File: config.mk
export PLATFORM = sky130hd
export DESIGN_NAME = ptu_timer
export DESIGN_NICKNAME = d
export VERILOG_FILES = /design/src/hw/ptu_pkg.sv /design/src/hw/ptu_timer.sv
export SDC_FILE = /design/constraint.sdc
export NUM_CORES = 1
export LEC_CHECK = 0
export ABC_AREA = 1
export BUFFER_PORTS_ARGS = -buffer_cell sky130_fd_sc_hd__clkbuf_2
export CAP_MARGIN = 25
export CORE_MARGIN = 1
export CORE_UTILIZATION = 55
export CTS_CLUSTER_DIAMETER = 120
export DETAILED_ROUTE_END_ITERATION = 10
export GPL_TIMING_DRIVEN = 0
export PLACE_DENSITY = 0.82
export SYNTH_ARGS = -nofsm -noshare
export SYNTH_HDL_FRONTEND = slang
export SYNTH_SLANG_ARGS = --single-unit
File: constraint.sdc
create_clock -name clk -period 5.32 [get_ports clk]
set_input_delay 0.532 -clock clk [delete_from_list [all_inputs] [get_ports clk]]
set_output_delay 0.532 -clock clk [all_outputs]
set_load 0.005 [all_outputs]
File: src/hw/ptu_pkg.sv
// Package of constants and types for the periodic timer unit.
package ptu_pkg;
  // Register indices on the plain register port.
  localparam logic [2:0] REG_RUN    = 3'h0;
  localparam logic [2:0] REG_CTRL   = 3'h1;
  localparam logic [2:0] REG_COUNT  = 3'h2;
  localparam logic [2:0] REG_CMPA   = 3'h3;
  localparam logic [2:0] REG_PERIOD = 3'h4;
  localparam logic [2:0] REG_STATUS = 3'h5;
  // Field positions.
  localparam int RUN_BIT     = 0;
  localparam int STAT_A_BIT  = 0;
  localparam int STAT_P_BIT  = 1;
  // Mode field encodings.
  localparam logic [1:0] MODE_CMP   = 2'h0;
  localparam logic [1:0] MODE_PULSE = 2'h2;
  localparam logic [1:0] MODE_TC    = 2'h3;
  // Pin-action encodings.
  localparam logic [1:0] PA_NONE    = 2'h0;
  localparam logic [1:0] PA_LOW     = 2'h1;
  localparam logic [1:0] PA_HIGH    = 2'h2;
  localparam logic [1:0] PA_TOGGLE  = 2'h3;
  // Counter limits and reset values.
  localparam logic [9:0] CNT_ZERO   = 10'h000;
  localparam logic [9:0] CNT_MAX    = 10'h3ff;
  localparam logic [9:0] CNT_ONE    = 10'h001;
  // Control field layout, as written over the register port.
  typedef struct packed {
    logic [1:0] mode_select;
    logic [1:0] pin_action;
    logic       initial_level;
    logic       output_invert;
    logic       reserved;
    logic       clear_select;
  } ptu_ctrl_t;
  localparam ptu_ctrl_t CTRL_RESET = '0;
endpackage : ptu_pkg

File: src/hw/ptu_timer.sv
// Periodic timer unit: counter, two comparators, flags and output pin.
// Functional notes
// - Mode field 00 compare, 11 timer; 10 with action 00 to 10 PWM, 11 pulse.
// - Compare mode, clear-select low: clear on period match, both flags.
// - Compare mode, clear-select high: clear on compare A, no period flag.
// - Compare A zero: no compare A flag; counter wraps at 3FF with clear-select high.
// - In compare mode compare A matches move the output pin; period matches do not.
// - Compare A match drives pin high, low or toggles per pin action.
// - Pin action 00 none, 01 low, 10 high, 11 toggle.
// - Run bit rising sets the pin to the initial level in compare and pulse modes.
// - Run rise zeroes the counter; run fall holds its value.
// - Timer mode counts and flags like compare mode, pin not driven.
// - PWM: period value sets period, zero means 1024; A sets duty.
// - PWM raises flags on every compare A and period match.
// - PWM duty at or above period gives full duty.
// - PWM polarity from initial level, action forces or enables, invert.
// - PWM counting continues while the pin is forced.
// - Pulse mode: run rise starts counter and pulse leading edge.
// - Pulse mode: trigger pin edge sets the run bit.
// - Pulse ends on run clear or compare A match, which clears run.
// - Pulse mode: counter zeroed only by run rise, period unused.
`timescale 1ns/10ps
module ptu_timer (
  // Clock and reset.
  input  wire logic        clk,
  input  wire logic        reset,
  // Register port.
  input  wire logic [2:0]  reg_addr,
  input  wire logic [15:0] reg_wdata,
  input  wire logic        reg_write,
  input  wire logic        reg_read,
  output logic      [15:0] reg_rdata,
  // Timer clock tick from the clock selector.
  input  wire logic        timer_tick,
  // External trigger pin.
  input  wire logic        ext_trigger_pin,
  // Output pin and flags.
  output logic             pin_out,
  output logic             pin_oe,
  output logic             compare_a_flag,
  output logic             period_match_flag
);
  ptu_pkg::ptu_ctrl_t ctrl_reg;
  logic [9:0] cnt_reg;
  logic [9:0] cnt_next;
  logic [9:0] cmpa_reg;
  logic [9:0] period_reg;
  logic       run_reg;
  logic       run_next;
  logic       run_prev_reg;
  logic       cm_level_reg;
  logic       cm_level_next;
  logic       pin_next;
  logic [2:0] trig_sync_reg;
  logic       trig_level_reg;
  logic [15:0] rdata_next;

  // Trigger pin passes three flops; a change counts once two agree.
  wire trig_stable = trig_sync_reg[1] == trig_sync_reg[2];
  wire trig_rise   = trig_stable & trig_sync_reg[1] & ~trig_level_reg;

  // Mode decode from the mode and pin-action fields.
  wire mode_cm   = ctrl_reg.mode_select == ptu_pkg::MODE_CMP;
  wire mode_tc   = ctrl_reg.mode_select == ptu_pkg::MODE_TC;
  wire mode_pp   = ctrl_reg.mode_select == ptu_pkg::MODE_PULSE;
  wire mode_sp   = mode_pp & (ctrl_reg.pin_action == ptu_pkg::PA_TOGGLE);
  wire mode_pwm  = mode_pp & ~mode_sp;
  wire mode_cmtc = mode_cm | mode_tc;

  // Comparators look at the next count so a zero period wraps at 3FF.
  wire       run_rise  = run_reg & ~run_prev_reg;
  wire       step      = run_reg & ~run_rise & timer_tick;
  wire [9:0] cnt_plus  = cnt_reg + ptu_pkg::CNT_ONE;
  wire       cmpa_zero = cmpa_reg == ptu_pkg::CNT_ZERO;
  wire       a_hit     = step & (cnt_plus == cmpa_reg) & ~cmpa_zero;
  wire       p_hit     = step & (cnt_plus == period_reg);

  // Clear choice per mode; pulse mode never clears on a match.
  wire clr_cmtc = ctrl_reg.clear_select ? a_hit : p_hit;
  wire clr_hit  = (mode_cmtc & clr_cmtc) | (mode_pwm & p_hit);

  // Flag sources; the period flag is muted by clear-select high in compare and timer modes.
  wire set_a = a_hit & ~mode_pp | a_hit & mode_pp;
  wire set_p = p_hit & (mode_pwm | mode_cmtc & ~ctrl_reg.clear_select);

  // PWM level: full duty once duty reaches the period.
  wire full_duty = (period_reg != ptu_pkg::CNT_ZERO) &
                   (cmpa_reg >= period_reg);
  wire pwm_act   = run_reg & ((cnt_reg < cmpa_reg) | full_duty);
  wire pwm_sel   = ctrl_reg.pin_action == ptu_pkg::PA_HIGH ? pwm_act :
                   ctrl_reg.pin_action[0];
  wire pwm_lvl   = pwm_sel ? ctrl_reg.initial_level :
                   ~ctrl_reg.initial_level;
  wire sp_lvl    = run_reg ? ctrl_reg.initial_level :
                   ~ctrl_reg.initial_level;

  // Register write decode.
  wire wr_run    = reg_write & (reg_addr == ptu_pkg::REG_RUN);
  wire wr_ctrl   = reg_write & (reg_addr == ptu_pkg::REG_CTRL);
  wire wr_cmpa   = reg_write & (reg_addr == ptu_pkg::REG_CMPA);
  wire wr_period = reg_write & (reg_addr == ptu_pkg::REG_PERIOD);
  wire wr_status = reg_write & (reg_addr == ptu_pkg::REG_STATUS);
  wire clr_a = wr_status & reg_wdata[ptu_pkg::STAT_A_BIT];
  wire clr_p = wr_status & reg_wdata[ptu_pkg::STAT_P_BIT];

  // Run bit: software write, then hardware stop, then trigger; set wins.
  always_comb
  begin
    run_next = run_reg;
    if (wr_run)
      run_next = reg_wdata[ptu_pkg::RUN_BIT];
    if (mode_sp & a_hit)
      run_next = 1'b0;
    if (mode_sp & trig_rise)
      run_next = 1'b1;
  end

  // Counter: zero on run rise, hold when stopped, clear on selected match.
  always_comb
  begin
    cnt_next = cnt_reg;
    if (run_rise)
      cnt_next = ptu_pkg::CNT_ZERO;
    else if (step)
      cnt_next = clr_hit ? ptu_pkg::CNT_ZERO : cnt_plus;
  end

  // Compare-mode level: initial on run rise, compare A action otherwise.
  always_comb
  begin
    cm_level_next = cm_level_reg;
    if (run_rise)
      cm_level_next = ctrl_reg.initial_level;
    else if (a_hit)
    begin
      case (ctrl_reg.pin_action)
        ptu_pkg::PA_LOW:    cm_level_next = 1'b0;
        ptu_pkg::PA_HIGH:   cm_level_next = 1'b1;
        ptu_pkg::PA_TOGGLE: cm_level_next = ~cm_level_reg;
        default:            cm_level_next = cm_level_reg;
      endcase
    end
  end

  // Pin selection; the invert bit sits last so it reverses compare, PWM and pulse modes.
  always_comb
  begin
    pin_next = pin_out;
    if (mode_cm)
      pin_next = cm_level_next ^ ctrl_reg.output_invert;
    else if (mode_pwm)
      pin_next = pwm_lvl ^ ctrl_reg.output_invert;
    else if (mode_sp)
      pin_next = sp_lvl ^ ctrl_reg.output_invert;
  end

  // Read mux; unmapped indices read as zero.
  always_comb
  begin
    rdata_next = 16'h0000;
    case (reg_addr)
      ptu_pkg::REG_RUN:    rdata_next = {15'h0000, run_reg};
      ptu_pkg::REG_CTRL:   rdata_next = {8'h00, ctrl_reg};
      ptu_pkg::REG_COUNT:  rdata_next = {6'h00, cnt_reg};
      ptu_pkg::REG_CMPA:   rdata_next = {6'h00, cmpa_reg};
      ptu_pkg::REG_PERIOD: rdata_next = {6'h00, period_reg};
      ptu_pkg::REG_STATUS: rdata_next = {14'h0000, period_match_flag,
                                         compare_a_flag};
      default:             rdata_next = 16'h0000;
    endcase
    if (!reg_read)
      rdata_next = 16'h0000;
  end

  // Software registers and run tracking.
  always_ff @(posedge clk or posedge reset)
  begin
    if (reset)
    begin
      ctrl_reg     <= ptu_pkg::CTRL_RESET;
      cmpa_reg     <= ptu_pkg::CNT_ZERO;
      period_reg   <= ptu_pkg::CNT_ZERO;
      run_reg      <= 1'b0;
      run_prev_reg <= 1'b0;
      reg_rdata    <= 16'h0000;
    end
    else
    begin
      if (wr_ctrl)
        ctrl_reg <= reg_wdata[7:0];
      if (wr_cmpa)
        cmpa_reg <= reg_wdata[9:0];
      if (wr_period)
        period_reg <= reg_wdata[9:0];
      run_reg      <= run_next;
      run_prev_reg <= run_reg;
      reg_rdata    <= rdata_next;
    end
  end

  // Counter, pin and sticky flags; a new event beats a clear.
  always_ff @(posedge clk or posedge reset)
  begin
    if (reset)
    begin
      cnt_reg           <= ptu_pkg::CNT_ZERO;
      cm_level_reg      <= 1'b0;
      pin_out           <= 1'b0;
      pin_oe            <= 1'b0;
      compare_a_flag    <= 1'b0;
      period_match_flag <= 1'b0;
    end
    else
    begin
      cnt_reg           <= cnt_next;
      cm_level_reg      <= cm_level_next;
      pin_out           <= pin_next;
      pin_oe            <= ~mode_tc;
      compare_a_flag    <= set_a | (compare_a_flag & ~clr_a);
      period_match_flag <= set_p | (period_match_flag & ~clr_p);
    end
  end

  // Trigger synchroniser and filtered level.
  always_ff @(posedge clk or posedge reset)
  begin
    if (reset)
    begin
      trig_sync_reg  <= 3'h0;
      trig_level_reg <= 1'b0;
    end
    else
    begin
      trig_sync_reg <= {trig_sync_reg[1:0], ext_trigger_pin};
      if (trig_stable)
        trig_level_reg <= trig_sync_reg[1];
    end
  end

  // Checks on counter, flags and pin behaviour.
  AST_RISE_CLR: assert property (@(posedge clk) disable iff (reset)
    run_rise |=> cnt_reg == ptu_pkg::CNT_ZERO)
    else $error("Counter not zeroed after run rise.");
  AST_STOP_HOLD: assert property (@(posedge clk) disable iff (reset)
    !run_reg |=> $stable(cnt_reg))
    else $error("Counter moved while stopped.");
  AST_STEP: assert property (@(posedge clk) disable iff (reset)
    (step & !clr_hit) |=> cnt_reg == $past(cnt_reg) + 10'h001)
    else $error("Counter did not step on tick.");
  AST_CS1_NO_PF: assert property (@(posedge clk) disable iff (reset)
    (mode_cmtc & ctrl_reg.clear_select & !period_match_flag)
    |=> !period_match_flag)
    else $error("Period flag raised with clear-select high.");
  AST_A_ZERO: assert property (@(posedge clk) disable iff (reset)
    (cmpa_zero & !compare_a_flag) |=> !compare_a_flag)
    else $error("Compare A flag raised with zero compare value.");
  AST_INIT_LVL: assert property (@(posedge clk) disable iff (reset)
    (run_rise & mode_cm) |=> cm_level_reg == $past(ctrl_reg.initial_level))
    else $error("Pin level not initialised on run rise.");
  AST_TC_FREE: assert property (@(posedge clk) disable iff (reset)
    mode_tc |=> !pin_oe)
    else $error("Pin driven in timer mode.");
  AST_SP_STOP: assert property (@(posedge clk) disable iff (reset)
    (mode_sp & a_hit & !trig_rise) |=> !run_reg)
    else $error("Run bit not cleared by compare A in pulse mode.");
  AST_SP_TRIG: assert property (@(posedge clk) disable iff (reset)
    (mode_sp & trig_rise) |=> run_reg)
    else $error("Trigger edge did not set run bit.");
  AST_FULL_DUTY: assert property (@(posedge clk) disable iff (reset)
    (mode_pwm & full_duty & run_reg &
     ctrl_reg.pin_action == ptu_pkg::PA_HIGH & !wr_ctrl)
    |=> pin_out == (ctrl_reg.initial_level ^ ctrl_reg.output_invert))
    else $error("Full duty not held.");
  AST_PWM_CLR: assert property (@(posedge clk) disable iff (reset)
    (mode_pwm & p_hit) |=> cnt_reg == ptu_pkg::CNT_ZERO)
    else $error("Period match did not clear the counter in PWM mode.");
  AST_PWM_FLAG: assert property (@(posedge clk) disable iff (reset)
    (mode_pwm & p_hit) |=> period_match_flag)
    else $error("Period flag not raised in PWM mode.");
  AST_SP_NO_CLR: assert property (@(posedge clk) disable iff (reset)
    (mode_sp & step) |=> cnt_reg == $past(cnt_plus))
    else $error("Counter cleared by a match in pulse mode.");
  AST_CM_HOLD: assert property (@(posedge clk) disable iff (reset)
    (mode_cm & $stable(ctrl_reg) & p_hit & !a_hit & !run_rise)
    |=> $stable(pin_out))
    else $error("Period match moved the pin in compare mode.");

  // Main scenarios.
  COV_CM_TOGGLE: cover property (@(posedge clk) disable iff (reset)
    mode_cm & a_hit & ctrl_reg.pin_action == ptu_pkg::PA_TOGGLE);
  COV_PWM_WRAP: cover property (@(posedge clk) disable iff (reset)
    mode_pwm & p_hit);
  COV_SP_TRIG: cover property (@(posedge clk) disable iff (reset)
    mode_sp & trig_rise ##[1:200] (mode_sp & a_hit));
  COV_CS1_CLR: cover property (@(posedge clk) disable iff (reset)
    mode_cm & ctrl_reg.clear_select & a_hit);
  COV_PWM_FULL: cover property (@(posedge clk) disable iff (reset)
    mode_pwm & full_duty & run_reg);
endmodule : ptu_timer

=== Word-level counts from Yosys, hierarchy flattened ===
Cells that the tools add are included.

* Register bits after elaboration: 65
* Latch bits: 0
* Memory bits (writable): 0
* Bits in read-only memories: 0
* Bits of input ports: 25
* Output and inout port bits: 20
* Word-level logic and storage cells: 111
* Memories kept: 0

* $add $sub $neg: 1
* $mul: 0
* Divide/modulo/power cells: 0
* Magnitude comparators: 2
* Equal/unequal tests: 13
* Shift operators: 0
* Multiplexer cells: 18
* Bitwise operators: 51
* Reduce and logical (&&, ||, !) cells: 7

{| class="wikitable"
|+ Operator list
! operator !! count
|-
| $pmux W10 S6 || 1
|-
| $mux W10 || 3
|-
| $and A1 B1 Y1 || 29
|-
| $eq A10 B10 Y1 || 2
|-
| $mux W16 || 1
|-
| $mux W1 || 12
|-
| $not A1 Y1 || 12
|-
| $add A10 B1 Y10 const B || 1
|-
| $ge A10 B10 Y1 || 1
|-
| $logic_not A10 Y1 || 1
|-
| $lt A10 B10 Y1 || 1
|-
| $reduce_bool A10 Y1 || 1
|-
| $eq A2 B2 Y1 const B || 4
|-
| $or A1 B1 Y1 || 7
|-
| $eq A3 B2 Y1 const B || 2
|-
| $eq A3 B3 Y1 const B || 2
|-
| $reduce_bool A3 Y1 || 2
|-
| $eq A3 B1 Y1 const B || 1
|-
| $logic_not A3 Y1 || 1
|-
| $pmux W1 S3 || 1
|-
| $xor A1 B1 Y1 || 3
|-
| $eq A2 B1 Y1 const B || 1
|-
| $logic_not A2 Y1 || 1
|-
| $reduce_bool A2 Y1 || 1
|-
| $eq A1 B1 Y1 || 1
|}

=== Longest topological paths before layout ===
* Depth after elaboration: 13
* Mapped depth: 21
* Mapped depth without buffers: 21

=== Worst setup path before layout ===
Ideal clock, no wire load.

* Path kind: reg2reg
* Start: register cnt_reg[0]
* End: register pin_out
* Library setup time: 0.117 ns
* Arrival: 1.891 ns
* Required time: 5.203 ns
* Slack: 3.312 ns
* Stages on the path, launching flop included: 16
* Buffers on the path: 1
* Period minus slack after synthesis: 2.008 ns
* Path through: dfrtp_1 buf_2 inv_2 ha_1 nor3_1 nand3_1 nor2_1 nand2_1 nor2_2 nand4_1 nand3_2 nand3_2 nand2_1 nand2_1 nand3_1 nand2_1

* Word-level cells in the longest chain between the ends: 8
* Elaborated cells between the ends (all ways): 15
* Those cells by class: add/sub (1); order compare (1); eq/ne (1); mux (6); bitwise (6)

{| class="wikitable"
|+ RTL lines
! item !! RTL line !! source
|-
| start: declaration || ptu_timer.sv:44 || <nowiki>logic [9:0] cnt_reg;</nowiki>
|-
| start signal: assignment || ptu_timer.sv:206 || <nowiki>cnt_reg <= ptu_pkg::CNT_ZERO;</nowiki>
|-
| start signal: assignment || ptu_timer.sv:215 || <nowiki>cnt_reg <= cnt_next;</nowiki>
|-
| $add A10 B1 Y10 or $lt A10 B10 Y1 (tied branches) || ptu_timer.sv:73, ptu_timer.sv:89 ||
|-
| $eq A10 B10 Y1 or $or A1 B1 Y1 (tied branches) || ptu_timer.sv:75, ptu_timer.sv:89 ||
|-
| $and A1 B1 Y1 (on tied branches) || ptu_timer.sv:75, ptu_timer.sv:89 ||
|-
| $and A1 B1 Y1 or $mux W1 (tied branches) || ptu_timer.sv:75, ptu_timer.sv:90 ||
|-
| $mux W1 (on tied branches) || ptu_timer.sv:134, ptu_timer.sv:92 ||
|-
| $mux W1 or $xor A1 B1 Y1 (tied branches) || ptu_timer.sv:132, ptu_timer.sv:152 ||
|-
| $xor A1 B1 Y1 or $mux W1 (tied branches) || ptu_timer.sv:150, ptu_timer.sv:151 ||
|-
| $mux W1 * || ptu_timer.sv:149 || <nowiki>if (mode_cm)</nowiki>
|-
| end signal: assignment || ptu_timer.sv:217 || <nowiki>pin_out <= pin_next;</nowiki>
|-
| end: declaration || ptu_timer.sv:38 || <nowiki>output logic pin_out,</nowiki>
|}

Every way passes the cells marked *; elsewhere a longest branch is shown, timed or not.
A chain may end at the register's enable or synchronous reset.

=== Worst setup path after layout ===
* Start: register cnt_reg[1]
* End: register cnt_reg[2]

* Word-level cells in the longest chain between the ends: 10
* Elaborated cells between the ends (all ways): 13
* Those cells by class: add/sub (1); eq/ne (2); mux (4); bitwise (6)

{| class="wikitable"
|+ RTL lines
! item !! RTL line !! source
|-
| $add A10 B1 Y10 * || ptu_timer.sv:73 || <nowiki>wire [9:0] cnt_plus = cnt_reg + ptu_pkg::CNT_ONE;</nowiki>
|-
| $eq A10 B10 Y1 || ptu_timer.sv:75 || <nowiki>wire a_hit = step & (cnt_plus == cmpa_reg) & ~cmpa_zero;</nowiki>
|-
| $and A1 B1 Y1 (2 in series) || ptu_timer.sv:75 ||
|-
| $mux W1 || ptu_timer.sv:79 || <nowiki>wire clr_cmtc = ctrl_reg.clear_select ? a_hit : p_hit;</nowiki>
|-
| $and A1 B1 Y1 || ptu_timer.sv:80 || <nowiki>wire clr_hit = (mode_cmtc & clr_cmtc) | (mode_pwm & p_hit);</nowiki>
|-
| $or A1 B1 Y1 || ptu_timer.sv:80 ||
|-
| $mux W10 * || ptu_timer.sv:125 || <nowiki>cnt_next = clr_hit ? ptu_pkg::CNT_ZERO : cnt_plus;</nowiki>
|-
| $mux W10 * || ptu_timer.sv:124 || <nowiki>else if (step)</nowiki>
|-
| $mux W10 * || ptu_timer.sv:122 || <nowiki>if (run_rise)</nowiki>
|}

Every way passes the cells marked *; elsewhere a longest branch is shown, timed or not. The select of a mux whose other input is x is not followed.

==> results by group <==
GRT
  • First-pass GRT wire length: 17000 um
  • Initial antenna violation count: 0
  • Vias in the first global route: 3446
  • Total gr overflow: 0
  • Largest net degree at the start of global routing: 44
  • All-Layer GR Usage: 30.9%

Critical path
  • Req. time, crit path: 5.55 ns
  • RR Endpoint: cnt_reg[2]
  • Crit path max fanout: 10
  • CP Launch Type: register
  • Worst setup path class: register to register
  • R2R depth: 11
  • CP arrival: 2.93 ns
  • R2R Setup Slk: 2.62 ns
  • Critical path endpoint category: register
  • Reg2reg start: cnt_reg[1]

Route
  • DR WL/cell: 15.9 um
  • Vias post-DR: 3719
  • Met2 WL post-DR: 4730 um
  • Metal1 wirelength: 4450 um
  • Initial drt markers: 306
  • Top Layer Used: met4
  • Antenna viol nets, final: 0
  • DRT Pass-1 Iters: 5
  • Drt drc: 0
  • Vias/cell: 5.66
  • Met3 wire length: 775 um
  • Routed WL: 10500 um

STA
  • Final hold vios: 0
  • Setup Skew: 0.0162 ns
  • Setup TNS: 0 ns
  • Final Setup Violations: 0
  • Unrepaired setup endpoints after global routing: no
  • Worst-margin pin slew: 0.786 ns
  • Fmax: 370 MHz
  • Hold Slack: 0.115 ns
  • Relative slew slack: 47.6%
  • Crit share post-route: 50.7%
  • Final max-slew violation count: 0
  • Min cycle time layout: 2.70 ns

Job
  • Maxcap violations: 0

Floorplanning
  • Die W: 85.4 um
  • Site row count: 30
  • # IOs: 45
  • Die area: 0.00728 mm^2
  • Die Ht: 85.4 um
  • Initial Util: 56.6%
  • Core Area: 0.00676 mm^2

Synth
  • Synthesized area: 0.00382 mm^2
  • Main synth FF type: dfrtp_1
  • Mapped Cells: 523
  • Yosys cell types: 34
  • Post-synthesis compound-gate area fraction: 11.7%
  • Simple-Gate Fraction of Synth Area: 30.2%
  • Largest family of logic cells by synthesized area: simple AND/OR/NAND/NOR gates
  • Post-synth EDFFs: 0
  • Mean Syn Cell Area: 7.31 um^2
  • Adder-cell area share of the yosys netlist: 8.19%
  • Ys Warns: 0
  • Post-synthesis xor/xnor area fraction: 1.38%
  • Sequential cell area fraction in the yosys report: 38.6%
  • Seq cells post-synth: 59
  • Multiplexer area fraction after synthesis: 0%
  • Async SR Flop Fraction: 100%

Pwr
  • Peak supply drop: 0.281 mV
  • P per Cell Area: 338 mW/mm^2
  • LEAKAGE: 0.00230 uW

Layout
  • Ant. Diodes: 0
  • Fillers: 594
  • Share of cells above drive strength 1: 14.2%
  • Area growth syn-to-layout: 13.3%
  • Multi-input logic area: 0.00199 mm^2
  • FF+latch area: 0.00148 mm^2
  • Fin cells: 657
  • Post-layout nets: 622

Placement
  • GPL Wtd Cong: 0.967
  • Half-perimeter wire length after detailed placement: 8250 um
  • Placed insts: 641
  • PortBufs: 32

Clocking
  • Clock Latency Late Sink: 0.36 ns
  • Clock buffer depth: 2
  • Cts bufs inserted: 9
  • Resized cells post-CTS: 0
  • Post-CTS Setup Inserts: 0
  • Clock Root Buffer: clkbuf_8
  • TritonCTS Sinks: 59
  • # hold bufs at CTS: 0
  • CTS clk-pin slew, worst paths: 0.08 ns
  • H-tree depth: 3
  • CTS tree: done

Hold path
  • Hold Path Class: primary input to asynchronous set/reset pin

Run status
  • Outcome: complete, no violations
[layer usage]
| metal | global-route usage (%) | up-vias |
|---|---|---|
| li1 | - | 1803 |
| met1 | 40.5 | 1704 |
| met2 | 48.7 | 173 |
| met3 | 6.81 | 39 |
| met4 | 14.7 | 0 |
| met5 | 0 | - |
[power breakdown]
group | total (uW) | internal [uW] | switching (uW)
clock network | 435 | 225 | 210
logic | 412 | 155 | 256
registers | 616 | 516 | 100
total | 1460 | 897 | 567
[synth_stat cells, types with 2 or more instances]
cell / number / area share (%)
nand2_1: 141 / 14
buf_2: 2 / 0.26
ha_1: 25 / 8.2
nand3_1: 41 / 5.4
inv_2: 2 / 0.20
clkinv_1: 3 / 0.29
nor4_1: 3 / 0.49
a21oi_1: 9 / 1.2
a221oi_1: 8 / 1.8
dfrtp_1: 59 / 39
nand2_2: 12 / 2.0
nor2_1: 43 / 4.2
clkbuf_1: 7 / 0.69
a31oi_1: 3 / 0.49
nand3_2: 3 / 0.79
nor3_1: 4 / 0.52
nor2_2: 5 / 0.82
o21ai_0: 36 / 4.7
xor2_1: 5 / 1.1
inv_1: 73 / 7.2
nand4_1: 10 / 1.6
buf_4: 6 / 1.2
o22ai_1: 12 / 2.0
[layout make-up]
class / count / share of cell area, %
Multi-Input combinational cell: 376 / 46.0
Sequential cell: 59 / 34.1
Inverter: 78 / 6.76
Timing Repair Buffer: 33 / 4.16
Clock buffer: 9 / 2.86
Tap cell: 80 / 2.31
Clock inverter: 7 / 1.94
Buffer: 15 / 1.88
[kinds of logic (layout without fill, tap and decap cells)]
family | count (synthesis) | count (layout)
DFF | 59 | 59
buffers and inverters | 93 | 142
and+or+nand+nor | 264 | 264
AOI/OAI and AO/OA | 75 | 75
adders and majority gates | 25 | 25
xor gates and xnor gates | 6 | 6
other | 1 | 6
[metrics by stage]
stage                     cell area, um^2  total power (uW)  setup slack [ns]  utilization [%]
final                                4330              1460              2.62             64.1
after floorplan                      3840               887              3.31                -
after CTS                            4330              1460              2.71             64.1
after detailed placement             4120              1030              2.74             61.0
after global routing                 4330              1550              2.48             64.1
after global placement               4100              1010              2.72             60.7
[how the worst max path moves through the flow]
stage                     startpoint  slack, ns  cells past startpoint         end
after global placement    cnt_reg[1]       2.72                     11  cnt_reg[1]
after detailed placement  cnt_reg[1]       2.74                     11  cnt_reg[1]
final                     cnt_reg[1]       2.62                     11  cnt_reg[2]
after global routing      cnt_reg[1]       2.48                     16     pin_out
after floorplan           cnt_reg[0]       3.31                     15     pin_out
after CTS                 cnt_reg[1]       2.71                     11  cnt_reg[2]
[cell usage in the layout, fill, tap and decap left out, types with 2 or more instances in the layout]
cell type  netlist  final
inv_2            2      3
nand2_2         12     12
ha_1            25     25
a221oi_1         8      8
nand3_2          3      3
xor2_1           5      5
buf_2            2      2
nand4_1         10     10
nand3_1         41     41
nor2_2           5      5
nand2_1        141    141
dfrtp_1         59     59
inv_1           73     72
clkbuf_8         0      9
nor4_1           3      3
o22ai_1         12     12
conb_1           1      6
buf_4            6      6
o21ai_0         36     36
a21oi_1          9      9
nor3_1           4      4
clkinv_1         3      3
clkbuf_2         0     32
inv_6            0      3
nor2_1          43     43
clkbuf_1         7      7
a31oi_1          3      3
[worst max-delay path, stage by stage (launching register included)]
cell       delay [ns]
dfrtp_1          0.49
ha_1             0.40
inv_1            0.10
nand2_1          0.06
nand2_1          0.05
nor3_1           0.42
o2111a_1         0.27
o2111ai_1        0.11
nor3_2           0.22
nand3_2          0.26
nand3_1          0.14
nand2_1          0.06
(Power assumes the default switching activity.)
